$ cat src/inc/flash_erase_regs.svh
/*
 * Register offsets, reset values and timing counts of the flash erase
 * controller. Assumes a 50 MHz pclk and byte addresses on a 12-bit APB.
 */
`ifndef FLASH_ERASE_REGS_SVH
`define FLASH_ERASE_REGS_SVH

// Register byte offsets
`define OFS_READY 12'h400
`define OFS_CONFIG 12'h504
`define OFS_PAGE_ERASE 12'h508
`define OFS_WHOLE_ERASE 12'h50C
`define OFS_LEGACY_ALIAS 12'h510
`define OFS_UCFG_ERASE 12'h514
`define OFS_PARTIAL_ERASE 12'h518
`define OFS_PARTIAL_CFG 12'h51C
`define OFS_IRQ_STATUS 12'h600
`define OFS_IRQ_MASK 12'h604

// Field positions and reset values
`define MODE_MSB 1
`define TRIG_BIT 0
`define RST_PARTIAL_CFG 32'h0000000A
`define RST_IRQ_MASK 3'h0
`define IRQ_DONE_BIT 0
`define IRQ_CYCLE_BIT 1
`define IRQ_REFUSED_BIT 2

// Timing: clock, time limits, derived cycle counts
`define CLK_PERIOD_NS 20
`define T_WRITE_US 41
`define T_PAGE_ERASE_MS 85
`define T_WHOLE_ERASE_MS 169
`define T_WRITE_CYC ((`T_WRITE_US * 1000) / `CLK_PERIOD_NS)
`define MS_CYC ((1000000) / `CLK_PERIOD_NS)

`endif

$ cat src/inc/flash_erase_pkg.sv
/*
 * Types shared by the flash erase controller and its flash array model.
 * Assumes nothing beyond a SystemVerilog compiler.
 */
package flash_erase_pkg;

    typedef enum logic [1:0] {
        AM_READ = 2'h0,
        AM_WRITE = 2'h1,
        AM_ERASE = 2'h2
    } access_mode_t;

    typedef enum logic [2:0] {
        OP_NONE = 3'h0,
        OP_WRITE = 3'h1,
        OP_PAGE = 3'h2,
        OP_PARTIAL = 3'h3,
        OP_UCFG = 3'h4,
        OP_WHOLE = 3'h5
    } op_kind_t;

    typedef enum logic {
        ST_IDLE = 1'b0,
        ST_BUSY = 1'b1
    } op_state_t;

endpackage

$ cat src/rtl/op_timer.sv
/*
 * Interval timer for flash operations: counts either pclk cycles or
 * millisecond ticks from its own divider, then pulses done.
 * Assumes load is a one-cycle pulse on pclk and is not given while running
 * unless a restart is intended.
 */
`timescale 1ns/1ps
module op_timer #(
    parameter int MS_CYCLES = 50000
) (
    // Clock and reset
    input wire logic pclk,
    input wire logic presetn,
    // Control
    input wire logic load,
    input wire logic unit_ms,
    input wire logic [31:0] count,
    // Result
    output logic done_r
);

    logic [31:0] left_r;
    logic [31:0] div_r;
    logic run_r;
    logic unit_r;
    wire div_end = (div_r == 32'(MS_CYCLES - 1));
    // Divider restarts on load, so a millisecond step is never short
    wire tick = run_r & (~unit_r | div_end);

    always_ff @(posedge pclk or negedge presetn) begin
        if (!presetn) begin
            left_r <= 32'h00000000;
            div_r <= 32'h00000000;
            run_r <= 1'b0;
            unit_r <= 1'b0;
            done_r <= 1'b0;
        end else if (load) begin
            left_r <= count;
            div_r <= 32'h00000000;
            run_r <= 1'b1;
            unit_r <= unit_ms;
            done_r <= 1'b0;
        end else begin
            done_r <= tick & (left_r <= 32'h00000001);
            if (run_r) begin
                div_r <= (div_end | ~unit_r) ? 32'h00000000 : div_r + 32'h1;
            end
            if (tick) begin
                left_r <= left_r - 32'h1;
                if (left_r <= 32'h00000001) begin
                    run_r <= 1'b0;
                end
            end
        end
    end

endmodule

$ cat src/rtl/flash_erase_control.sv
/*
 * Erase and program sequencer of the non-volatile memory controller, with
 * its APB register file, interval timer and interrupt status.
 * Assumes a single 50 MHz pclk, an APB master on the same clock, and a
 * flash array that carries out each started operation for as long as
 * the ready flag stays low.
 */
`timescale 1ns/1ps
`include "flash_erase_regs.svh"
module flash_erase_control
    import flash_erase_pkg::*;
#(
    parameter int MS_CYCLES = `MS_CYC
) (
    // Clock and reset
    input wire logic pclk,
    input wire logic presetn,
    // APB slave
    input wire logic psel,
    input wire logic penable,
    input wire logic pwrite,
    input wire logic [11:0] paddr,
    input wire logic [31:0] pwdata,
    output logic [31:0] prdata,
    output logic pready,
    output logic pslverr,
    // Word program request from the bus fabric
    input wire logic prog_req,
    input wire logic [31:0] prog_addr,
    input wire logic [31:0] prog_data,
    // Flash array control
    output logic fl_start,
    output op_kind_t fl_kind,
    output logic [31:0] fl_addr,
    output logic [31:0] fl_data,
    output logic page_cycle,
    // Status
    output logic ready,
    output logic irq
);

    function automatic logic hit(input logic [11:0] a, input logic [11:0] o);
        hit = (a == o);
    endfunction

    logic pready_r, pslverr_r, fl_start_r, page_cycle_r, ready_r, irq_r;
    logic [31:0] prdata_r, prdata_nxt, fl_addr_r, fl_data_r, dur_r;
    logic [31:0] acc_page_r, acc_ms_r, acc_sum, tmr_count;
    logic [2:0] sts_r, sts_nxt, mask_r, ev;
    access_mode_t mode_r;
    op_kind_t fl_kind_r, new_kind;
    op_state_t st_r, st_nxt;
    logic tmr_done;

    // Bus decode
    wire acc = psel & penable & pready_r;
    wire wr = acc & pwrite;
    wire rd = acc & ~pwrite;
    wire sel_ready = hit(paddr, `OFS_READY);
    wire sel_cfg = hit(paddr, `OFS_CONFIG);
    wire sel_page = hit(paddr, `OFS_PAGE_ERASE);
    wire sel_whole = hit(paddr, `OFS_WHOLE_ERASE);
    wire sel_alias = hit(paddr, `OFS_LEGACY_ALIAS);
    wire sel_ucfg = hit(paddr, `OFS_UCFG_ERASE);
    wire sel_part = hit(paddr, `OFS_PARTIAL_ERASE);
    wire sel_dur = hit(paddr, `OFS_PARTIAL_CFG);
    wire sel_sts = hit(paddr, `OFS_IRQ_STATUS);
    wire sel_mask = hit(paddr, `OFS_IRQ_MASK);
    wire mapped = sel_ready | sel_cfg | sel_page | sel_whole | sel_alias |
        sel_ucfg | sel_part | sel_dur | sel_sts | sel_mask;

    wire t_whole = wr & sel_whole & pwdata[`TRIG_BIT];
    wire t_ucfg = wr & sel_ucfg & pwdata[`TRIG_BIT];
    wire t_page = wr & (sel_page | sel_alias);
    wire t_part = wr & sel_part;
    wire trig_any = t_whole | t_ucfg | t_page | t_part;
    wire idle = (st_r == ST_IDLE);
    wire erase_ok = (mode_r == AM_ERASE) & idle;
    wire go_erase = trig_any & erase_ok;
    wire go_prog = prog_req & (mode_r == AM_WRITE) & idle & ~go_erase;
    wire go = go_erase | go_prog;
    // A refused request still leaves a trace in status bit 2
    wire refused = (trig_any & ~erase_ok) | (prog_req & ~go_prog);
    // code 3 is not a mode and is ignored
    wire mode_ok = (pwdata[`MODE_MSB:0] != 2'h3);

    assign new_kind = go_prog ? OP_WRITE :
        t_whole ? OP_WHOLE :
        t_ucfg ? OP_UCFG :
        t_part ? OP_PARTIAL : OP_PAGE;

    assign tmr_count = (new_kind == OP_WRITE) ? 32'(`T_WRITE_CYC) :
        (new_kind == OP_WHOLE) ? 32'(`T_WHOLE_ERASE_MS) :
        (new_kind == OP_PARTIAL) ? dur_r : 32'(`T_PAGE_ERASE_MS);

    // cumulative time of the page last partially erased
    assign acc_sum = ((fl_addr_r == acc_page_r) ? acc_ms_r : 32'h0) + dur_r;
    wire part_done = tmr_done & (fl_kind_r == OP_PARTIAL);
    wire cycle_hit = part_done & (acc_sum >= 32'(`T_PAGE_ERASE_MS));

    op_timer #(
        .MS_CYCLES(MS_CYCLES)
    ) i_op_timer (
        .pclk(pclk),
        .presetn(presetn),
        .load(go),
        .unit_ms(~go_prog),
        .count(tmr_count),
        .done_r(tmr_done)
    );

    // busy from accept to elapsed time
    assign st_nxt = go ? ST_BUSY : (tmr_done ? ST_IDLE : st_r);

    // Events: done, endurance cycle, refused request
    assign ev = {refused, cycle_hit, tmr_done};
    // Hardware set wins over the read clear in the same cycle
    assign sts_nxt = (rd & sel_sts ? 3'h0 : sts_r) | ev;

    assign prdata_nxt = sel_ready ? {31'h0, ready_r} :
        sel_cfg ? {30'h0, mode_r} :
        sel_dur ? dur_r :
        sel_sts ? {29'h0, sts_r} :
        sel_mask ? {29'h0, mask_r} : 32'h00000000;

    // Zero-wait slave: pready rises in the first access cycle
    always_ff @(posedge pclk or negedge presetn) begin
        if (!presetn) begin
            pready_r <= 1'b0;
            pslverr_r <= 1'b0;
            prdata_r <= 32'h00000000;
        end else begin
            pready_r <= psel & ~penable & ~pready_r;
            pslverr_r <= psel & ~penable & ~mapped;
            prdata_r <= (psel & ~penable & ~pwrite) ? prdata_nxt : 32'h0;
        end
    end

    always_ff @(posedge pclk or negedge presetn) begin
        if (!presetn) begin
            mode_r <= AM_READ;
            dur_r <= `RST_PARTIAL_CFG;
            mask_r <= `RST_IRQ_MASK;
        end else if (wr) begin
            if (sel_cfg && mode_ok) begin
                mode_r <= access_mode_t'(pwdata[`MODE_MSB:0]);
            end
            if (sel_dur) begin
                dur_r <= pwdata;
            end
            if (sel_mask) begin
                mask_r <= pwdata[2:0];
            end
        end
    end

    always_ff @(posedge pclk or negedge presetn) begin
        if (!presetn) begin
            st_r <= ST_IDLE;
            ready_r <= 1'b1;
            fl_start_r <= 1'b0;
            fl_kind_r <= OP_NONE;
            fl_addr_r <= 32'h00000000;
            fl_data_r <= 32'h00000000;
        end else begin
            st_r <= st_nxt;
            ready_r <= (st_nxt == ST_IDLE);
            fl_start_r <= go;
            if (go) begin
                fl_kind_r <= new_kind;
                fl_addr_r <= go_prog ? prog_addr : pwdata;
                fl_data_r <= go_prog ? prog_data : 32'hFFFFFFFF;
            end
        end
    end

    always_ff @(posedge pclk or negedge presetn) begin
        if (!presetn) begin
            acc_page_r <= 32'h00000000;
            acc_ms_r <= 32'h00000000;
            page_cycle_r <= 1'b0;
            sts_r <= 3'h0;
            irq_r <= 1'b0;
        end else begin
            page_cycle_r <= cycle_hit;
            sts_r <= sts_nxt;
            irq_r <= |(sts_nxt & mask_r);
            // accumulate, count a cycle on reaching page time
            if (part_done) begin
                acc_page_r <= fl_addr_r;
                acc_ms_r <= cycle_hit ? 32'h0 : acc_sum;
            end else if (tmr_done && fl_kind_r != OP_WRITE) begin
                // A full erase leaves no partial time behind
                acc_ms_r <= 32'h0;
            end
        end
    end

    assign prdata = prdata_r;
    assign pready = pready_r;
    assign pslverr = pslverr_r;
    assign fl_start = fl_start_r;
    assign fl_kind = fl_kind_r;
    assign fl_addr = fl_addr_r;
    assign fl_data = fl_data_r;
    assign page_cycle = page_cycle_r;
    assign ready = ready_r;
    assign irq = irq_r;

    // Cycles since the operation was accepted, for timing checks
    logic [31:0] busy_cyc_r;
    always_ff @(posedge pclk or negedge presetn) begin
        if (!presetn) begin
            busy_cyc_r <= 32'h00000000;
        end else begin
            busy_cyc_r <= go ? 32'h1 : (ready_r ? 32'h0 : busy_cyc_r + 32'h1);
        end
    end
endmodule

$ cat config.mk
export PLATFORM = sky130hd
export DESIGN_NAME = flash_erase_control
export DESIGN_NICKNAME = d
export VERILOG_FILES = /design/src/inc/flash_erase_pkg.sv /design/src/rtl/op_timer.sv /design/src/rtl/flash_erase_control.sv
export VERILOG_INCLUDE_DIRS = /design/src /design/src/inc
export SDC_FILE = /design/constraint.sdc
export NUM_CORES = 1
export LEC_CHECK = 0
export BUFFER_PORTS_ARGS = -buffer_cell sky130_fd_sc_hd__buf_2
export CAP_MARGIN = 10
export CORE_MARGIN = 2
export CORE_UTILIZATION = 45
export CTS_CLUSTER_SIZE = 12
export DETAILED_ROUTE_END_ITERATION = 8
export MAX_ROUTING_LAYER = met4
export PLACE_DENSITY = 0.7
export SLEW_MARGIN = 20
export SYNTH_ARGS = -nofsm -noshare
export SYNTH_HDL_FRONTEND = slang
export SYNTH_SLANG_ARGS = --single-unit
$ cat constraint.sdc
create_clock -name pclk -period 6.65 [get_ports pclk]
set_input_delay 0.665 -clock pclk [delete_from_list [all_inputs] [get_ports pclk]]
set_output_delay 0.665 -clock pclk [all_outputs]
set_load 0.01 [all_outputs]
==> results.cfg, run 1 <==
[status]
status = finished clean

[floorplanning]
initial_core_util_pct = 45.7
die_y_um = 183
dieArea_um2 = 33400
chipWidth_um = 183
io_pins = 219
core_um2 = 31500
num_rows = 65

[worst_setup_path]
worstSetupEndpoint = irq
crit_fanout = 33
r2r-end = irq
cp.required_ps = 7080
crit_chain = xnor2_1 > nand4_1 > nor4_2 > buf_4 > and3_1 > ha_1 > inv_1 > fa_1 > nand2b_1 > a211o_1 > a21o_1 > o21ai_1 > a21oi_1 > xnor2_1 > or4b_1 > or3_1 > o41a_1
reg2reg_slack_ps = 1430
max_stage_delay_ps = 550
crit_slowest_cell = or3_1
r2r-start = fl_addr[23]
startpoint = fl_addr[23]
crit_arrival_ps = 5660
reg2reg_depth = 17
critPathKind = reg2reg
crit_top_cell = xnor2_1
critPathCaptureType = flop
setup.worst_path.start_class = flop

[sta]
max-slew-margin-rel_pct = 26.9
maxSlewViolCount = 0
max_freq_mhz = 191
finalHoldViolations = 0
timing.final.crit_share_pct = 78.6
tns_ps = 0
post-route-min-period_ps = 5220
final.setup_skew_ps = 22.2
setup_viol = 0
rsz0062_at_grt = no
worst_pin_slew_ps = 1090

[yosys]
seq_area_frac_synth_pct = 48.2
postSynthCellCount = 1548
ys_types = 79
synthArstFlopShare_pct = 100
syn_nets = 1697
postSynthAreaPerCell_um2 = 9.29
synth-edff-count = 0
syn_area_um2 = 14400
ys.flop_type = dfrtp_1
yosysWarnings = 0
ys_seq_elements = 277

[clock_tree]
cts_tree = done
cts_setup_buffers = 0
post_cts_resized = 0
clock_tree.root_cell = clkbuf_16
clock-sinks = 277
cts_buffers = 30
path_clk_slew_ps = 60
htree_num_levels = 1
cts-hold-fix-buffers = 0
clkLatencyLatePin_ps = 560
clockBufferDepth = 3

[cells_and_area]
multi_input_area_um2 = 7130
area_growth_pct = 17.2
drive_gt1_share_pct = 19.6
design_area_um2 = 16800
regArea_um2 = 6940
final_util_pct = 53.5
finalNetCount = 1891
antenna_cells = 0
stdcell_count = 2164
nFillCells = 2819

[grt]
grt_max_degree = 141
grt_pass1_vias = 12200
overflow = 0
grtUsageTotal_pct = 26.2
antenna_found_initial = 1
grt_pass1_wl_um = 67100

[routing]
drt_iter0_markers = 1146
drc_errors = 0
wirelength_um = 43000
ant_nets = 0
vias = 12600
first_pass_iters = 5
wl_per_cell_um = 19.9
routed_via_density = 5.83

[power]
irDropWorstVdd_uv = 175
p_leak_nw = 8.41
cellPowerDensity_nw_per_um2 = 202
power_mw = 3.41

[placement]
dp_cells = 2112
place_area_um2 = 15900
dpl.hpwl_um = 31700
gp_congestion = 0.951
io_buffers = 218

[min_path]
hp-class = in2async

[flow_run]
cap_violations = 0
-- sequential cells by signal (all words and copies together) (netlist names), 2 cells and up --
register	count
mode_r	2
mask_r	3
dur_r	32
i_op_timer.div_r	32
fl_addr	32
fl_kind	3
acc_ms_r	32
fl_data	32
sts_r	3
acc_page_r	32
prdata	32
i_op_timer.left_r	32
-- critical path, delay by kind of cell, from the launching register on --
kind | cells | cell delay, ps
AO/OA/AOI/OAI | 5 | 1490
XOR/XNOR | 2 | 300
AND/OR/NAND/NOR | 6 | 1910
adder cells (fa/ha/maj) | 2 | 550
flip-flops | 1 | 410
buffers and inverters | 2 | 410
-- synthesized netlist by cell type, types with 14 or more instances --
cell	n	area, um^2
o22a_1	34	298
a21o_1	14	105
or3_1	18	113
nor3_1	29	145
a22oi_1	38	285
and2_1	58	363
nor2_1	139	522
nand2_1	268	1010
nand3_1	33	165
nor4_1	23	144
xor2_1	22	193
dfrtp_1	274	6860
inv_1	22	82.6
xnor2_1	52	455
o21ai_0	54	270
a31oi_1	17	106
nand4_1	36	225
and3_1	37	231
clkbuf_1	62	233
ha_1	34	425
a21oi_1	98	490
mux2_2	34	383
-- layout by cell type, fill, tap and decap left out, types with 6 or more instances in the layout --
| cell type | netlist | routed |
|---|---|---|
| buf_4 | 0 | 15 |
| clkbuf_16 | 0 | 30 |
| o21a_1 | 6 | 6 |
| mux2i_1 | 6 | 6 |
| nor2_1 | 139 | 138 |
| inv_1 | 22 | 22 |
| clkbuf_8 | 0 | 8 |
| a21o_1 | 14 | 14 |
| mux2_2 | 34 | 34 |
| clkbuf_1 | 62 | 7 |
| nand2_1 | 268 | 267 |
| o211ai_1 | 7 | 7 |
| and2_1 | 58 | 58 |
| nor3_1 | 29 | 29 |
| a31oi_1 | 17 | 17 |
| ha_1 | 34 | 34 |
| nor4_1 | 23 | 19 |
| a22oi_1 | 38 | 38 |
| nand3_1 | 33 | 33 |
| xor2_1 | 22 | 22 |
| o31ai_1 | 13 | 13 |
| or3_1 | 18 | 18 |
| or4_1 | 7 | 7 |
| dfrtp_1 | 274 | 274 |
| buf_2 | 5 | 217 |
| and3_1 | 37 | 37 |
| o22a_1 | 34 | 34 |
| nand4_1 | 36 | 36 |
| xnor2_1 | 52 | 52 |
| nand2b_1 | 10 | 10 |
| a21oi_1 | 98 | 98 |
| o21ai_0 | 54 | 53 |
-- where the power goes --
group / switching [mW] / internal (mW)
logic: 0.0624 / 0.0309
clock network: 0.673 / 0.953
registers: 0.000599 / 1.69
-- area by class of cell --
| cell class | instances | area share [%] |
|---|---|---|
| timing repair buffer | 234 | 7.32 |
| clock buffer | 45 | 5.27 |
| inverter | 23 | 0.512 |
| multi-input combinational | 1176 | 42.3 |
| tap | 402 | 2.99 |
| sequential | 277 | 41.2 |
| clock inverter | 7 | 0.446 |
-- how the worst min path moves through the flow --
stage	startpoint	end	slack, ps
floorplan	presetn	acc_ms_r[0]	370
global route	presetn	fl_data[21]	60
global placement	acc_ms_r[15]	acc_ms_r[15]	460
detailed placement	acc_ms_r[14]	acc_ms_r[14]	460
finish	presetn	fl_data[11]	40
CTS	presetn	fl_data[21]	50
-- routing by layer --
layer | share of wire, % | track usage (%) | vias up
met3 | 7.8 | 3.93 | 71
met4 | 2.3 | 6.74 | 0
met1 | 44 | 36.1 | 6168
met2 | 46 | 40.8 | 498
li1 | - | - | 5875
met5 | 0 | - | -
-- cells by family (layout without fill, tap and decap cells) --
family                   after synthesis  in the layout  synth area share (%)
AND/OR/NAND/NOR                      690            690                  22.9
multiplexers                          40             40                  3.08
flip-flops                           277            277                  48.2
buffers and inverters                 95            309                  2.58
AO/OA/AOI/OAI                        337            337                  15.6
XOR/XNOR                              74             74                  4.51
adder cells (fa/ha/maj)               35             35                  3.10
-- per-stage QoR --
stage	setup slack, ps	hold slack, ps
6_report	1430	39.9
3_3_place_gp	1570	461
5_1_grt	1170	63.5
2_1_floorplan	1740	369
4_1_cts	1410	49.3
3_5_place_dp	1450	464
Power figures use the tool's default switching activity.
==> run 2: changes to the inputs <==
Settings changed: PLACE_DENSITY 0.7 to 0.72.
Clock period 6.65 ns to 4.6 ns, I/O delays scaled along.
==> run 2 against run 1 <==
Against the previous run:
- sequential share of layout area shrank 3.8 points
- power is 50% higher
- global-route usage is 1.6 points higher
- cell count grew 8.2%
- critical path type unchanged
- via count up 7.2%
- sequential power up 44%
- register-to-register slack got worse by 1700 ps
- the flow now finishes with violations (hold timing, setup timing)
- clock-buffer cell count is 1 higher
- critical path depth unchanged
==> results.cfg, run 2 (synthesis results as in run 1) <==
[floorplanning]
chipWidth_um = 183
initial_core_util_pct = 45.7
dieArea_um2 = 33400
num_rows = 65
io_pins = 219
die_y_um = 183
core_um2 = 31500

[worst_setup_path]
setup.worst_path.start_class = flop
critPathCaptureType = flop
cpLargestDelayFamily = simple AND/OR/NAND/NOR gates
critPathBufInv = 2
crit_fanout = 12
cp.required_ps = 5060
critPathKind = reg2reg
crit_top_cell = a21o_1
crit_arrival_ps = 5320
crit_slowest_cell = or4_1
crit_chain = xnor2_2 > nand4_1 > nor4_4 > buf_12 > and3_4 > ha_4 > inv_2 > fa_2 > nand2b_4 > a211o_1 > a21o_1 > a21o_1 > a221oi_2 > nor4b_2 > or4_1 > or3_4 > o41a_1
cp.depth = 17
reg2reg_depth = 17
max_stage_delay_ps = 500

[placement]
dpl.hpwl_um = 33300
place_area_um2 = 17200
io_buffers = 218
gp_congestion = 0.979

[sta]
post-route-min-period_ps = 4860
finalHoldViolations = 44
worst_pin_slew_ps = 912
max-slew-margin-rel_pct = 39.2
timing.final.crit_share_pct = 106
maxSlewViolCount = 0
max_freq_mhz = 206
final.setup_skew_ps = 10.5
hold_slack_ps = -27.0
rsz0062_at_grt = yes
setup_viol = 10
fin_ws_ps = -263

[clock_tree]
path_clk_slew_ps = 70
cts_buffers = 31
cts_tree = done
clock-sinks = 277
clock_tree.root_cell = clkbuf_16
clockBufferDepth = 3
clkLatencyLatePin_ps = 580
htree_num_levels = 1

[cells_and_area]
antenna_cells = 0
layout_commonest_cell = dfrtp_1
drive_gt1_share_pct = 28.4
nFillCells = 2700
area_growth_pct = 29.0
finalNetCount = 2066
design_area_um2 = 18600
layout_common_cells = dfrtp_1, nand2_1, buf_2

[status]
violations = hold timing, setup timing
status = finished with violations

[min_path]
hp-class = in2async

[power]
p_leak_nw = 9.43
power_mw = 5.11
cellPowerDensity_nw_per_um2 = 275
irDropWorstVdd_uv = 304

[routing]
drt_iter0_markers = 1286
wirelength_um = 45600
ant_nets = 0
first_pass_iters = 5
drc_errors = 0
wl_per_cell_um = 19.5
routed_via_density = 5.77
vias = 13500

[grt]
grt_pass1_wl_um = 72000
grtUsageTotal_pct = 27.8
grt_pass1_vias = 13300
antenna_found_initial = 0
overflow = 0
grt_max_degree = 123

[flow_run]
cap_violations = 0
[run 2: per-stage QoR]
step / std cells / hold slack (ps) / TNS [ps] / worst slack (ps) / util, %
4_1_cts: 2339 / 18.2 / -1200 / -184 / 58.6
6_report: 2342 / -27.0 / -2030 / -263 / 58.9
3_3_place_gp: 2274 / 458 / -1510 / -214 / 54.5
2_1_floorplan: 1548 / 164 / 0 / 26.0 / -
3_5_place_dp: 2274 / 463 / -2730 / -328 / 54.5
5_1_grt: 2342 / 71.0 / -3130 / -375 / 58.9
[run 2: power breakdown]
part	switching, mW	internal, mW
combinational	0.0894	0.0450
sequential	0.000972	2.44
clock	1.02	1.51
[run 2: final timing paths]
path                               start                   to  slack, ps
max reg2reg                acc_page_r[5]                  irq       -260
min in group pclk          prog_data[24]          fl_data[24]        110
min reg2reg                 acc_ms_r[22]         acc_ms_r[22]        480
max                        acc_page_r[5]                  irq       -260
min                              presetn  i_op_timer.div_r[7]        -30
max in group asynchronous        presetn            dur_r[24]       3400
[run 2: layout make-up]
class | count | area (um^2) | share of cell area, %
Timing Repair Buffer | 408 | 2620 | 14.1
Clock buffer | 46 | 892 | 4.81
Clock inverter | 10 | 153 | 0.823
Tap cell | 402 | 503 | 2.71
Inverter | 23 | 86.3 | 0.465
Multi-Input combinational cell | 1176 | 7360 | 39.7
Sequential cell | 277 | 6940 | 37.4
[run 2: what timing repair did]
item | in CTS | in global routing
setup buffers | 7 | 3
pin swaps | 6 | 5
setup endpoints to repair | 10 | 10
hold buffers | 0 | 0
gates cloned | 2 | 0
resized for setup | 20 | 18
[run 2: metal layers]
metal / wire, um / share of wire, % / vias up / GRT usage, %
met5: 0 / 0 / - / -
met4: 1320 / 2.9 / 0 / 8.23
met3: 3340 / 7.3 / 93 / 4.01
met2: 21100 / 46 / 549 / 43.9
met1: 19800 / 43 / 6633 / 37.6
li1: - / - / 6247 / -
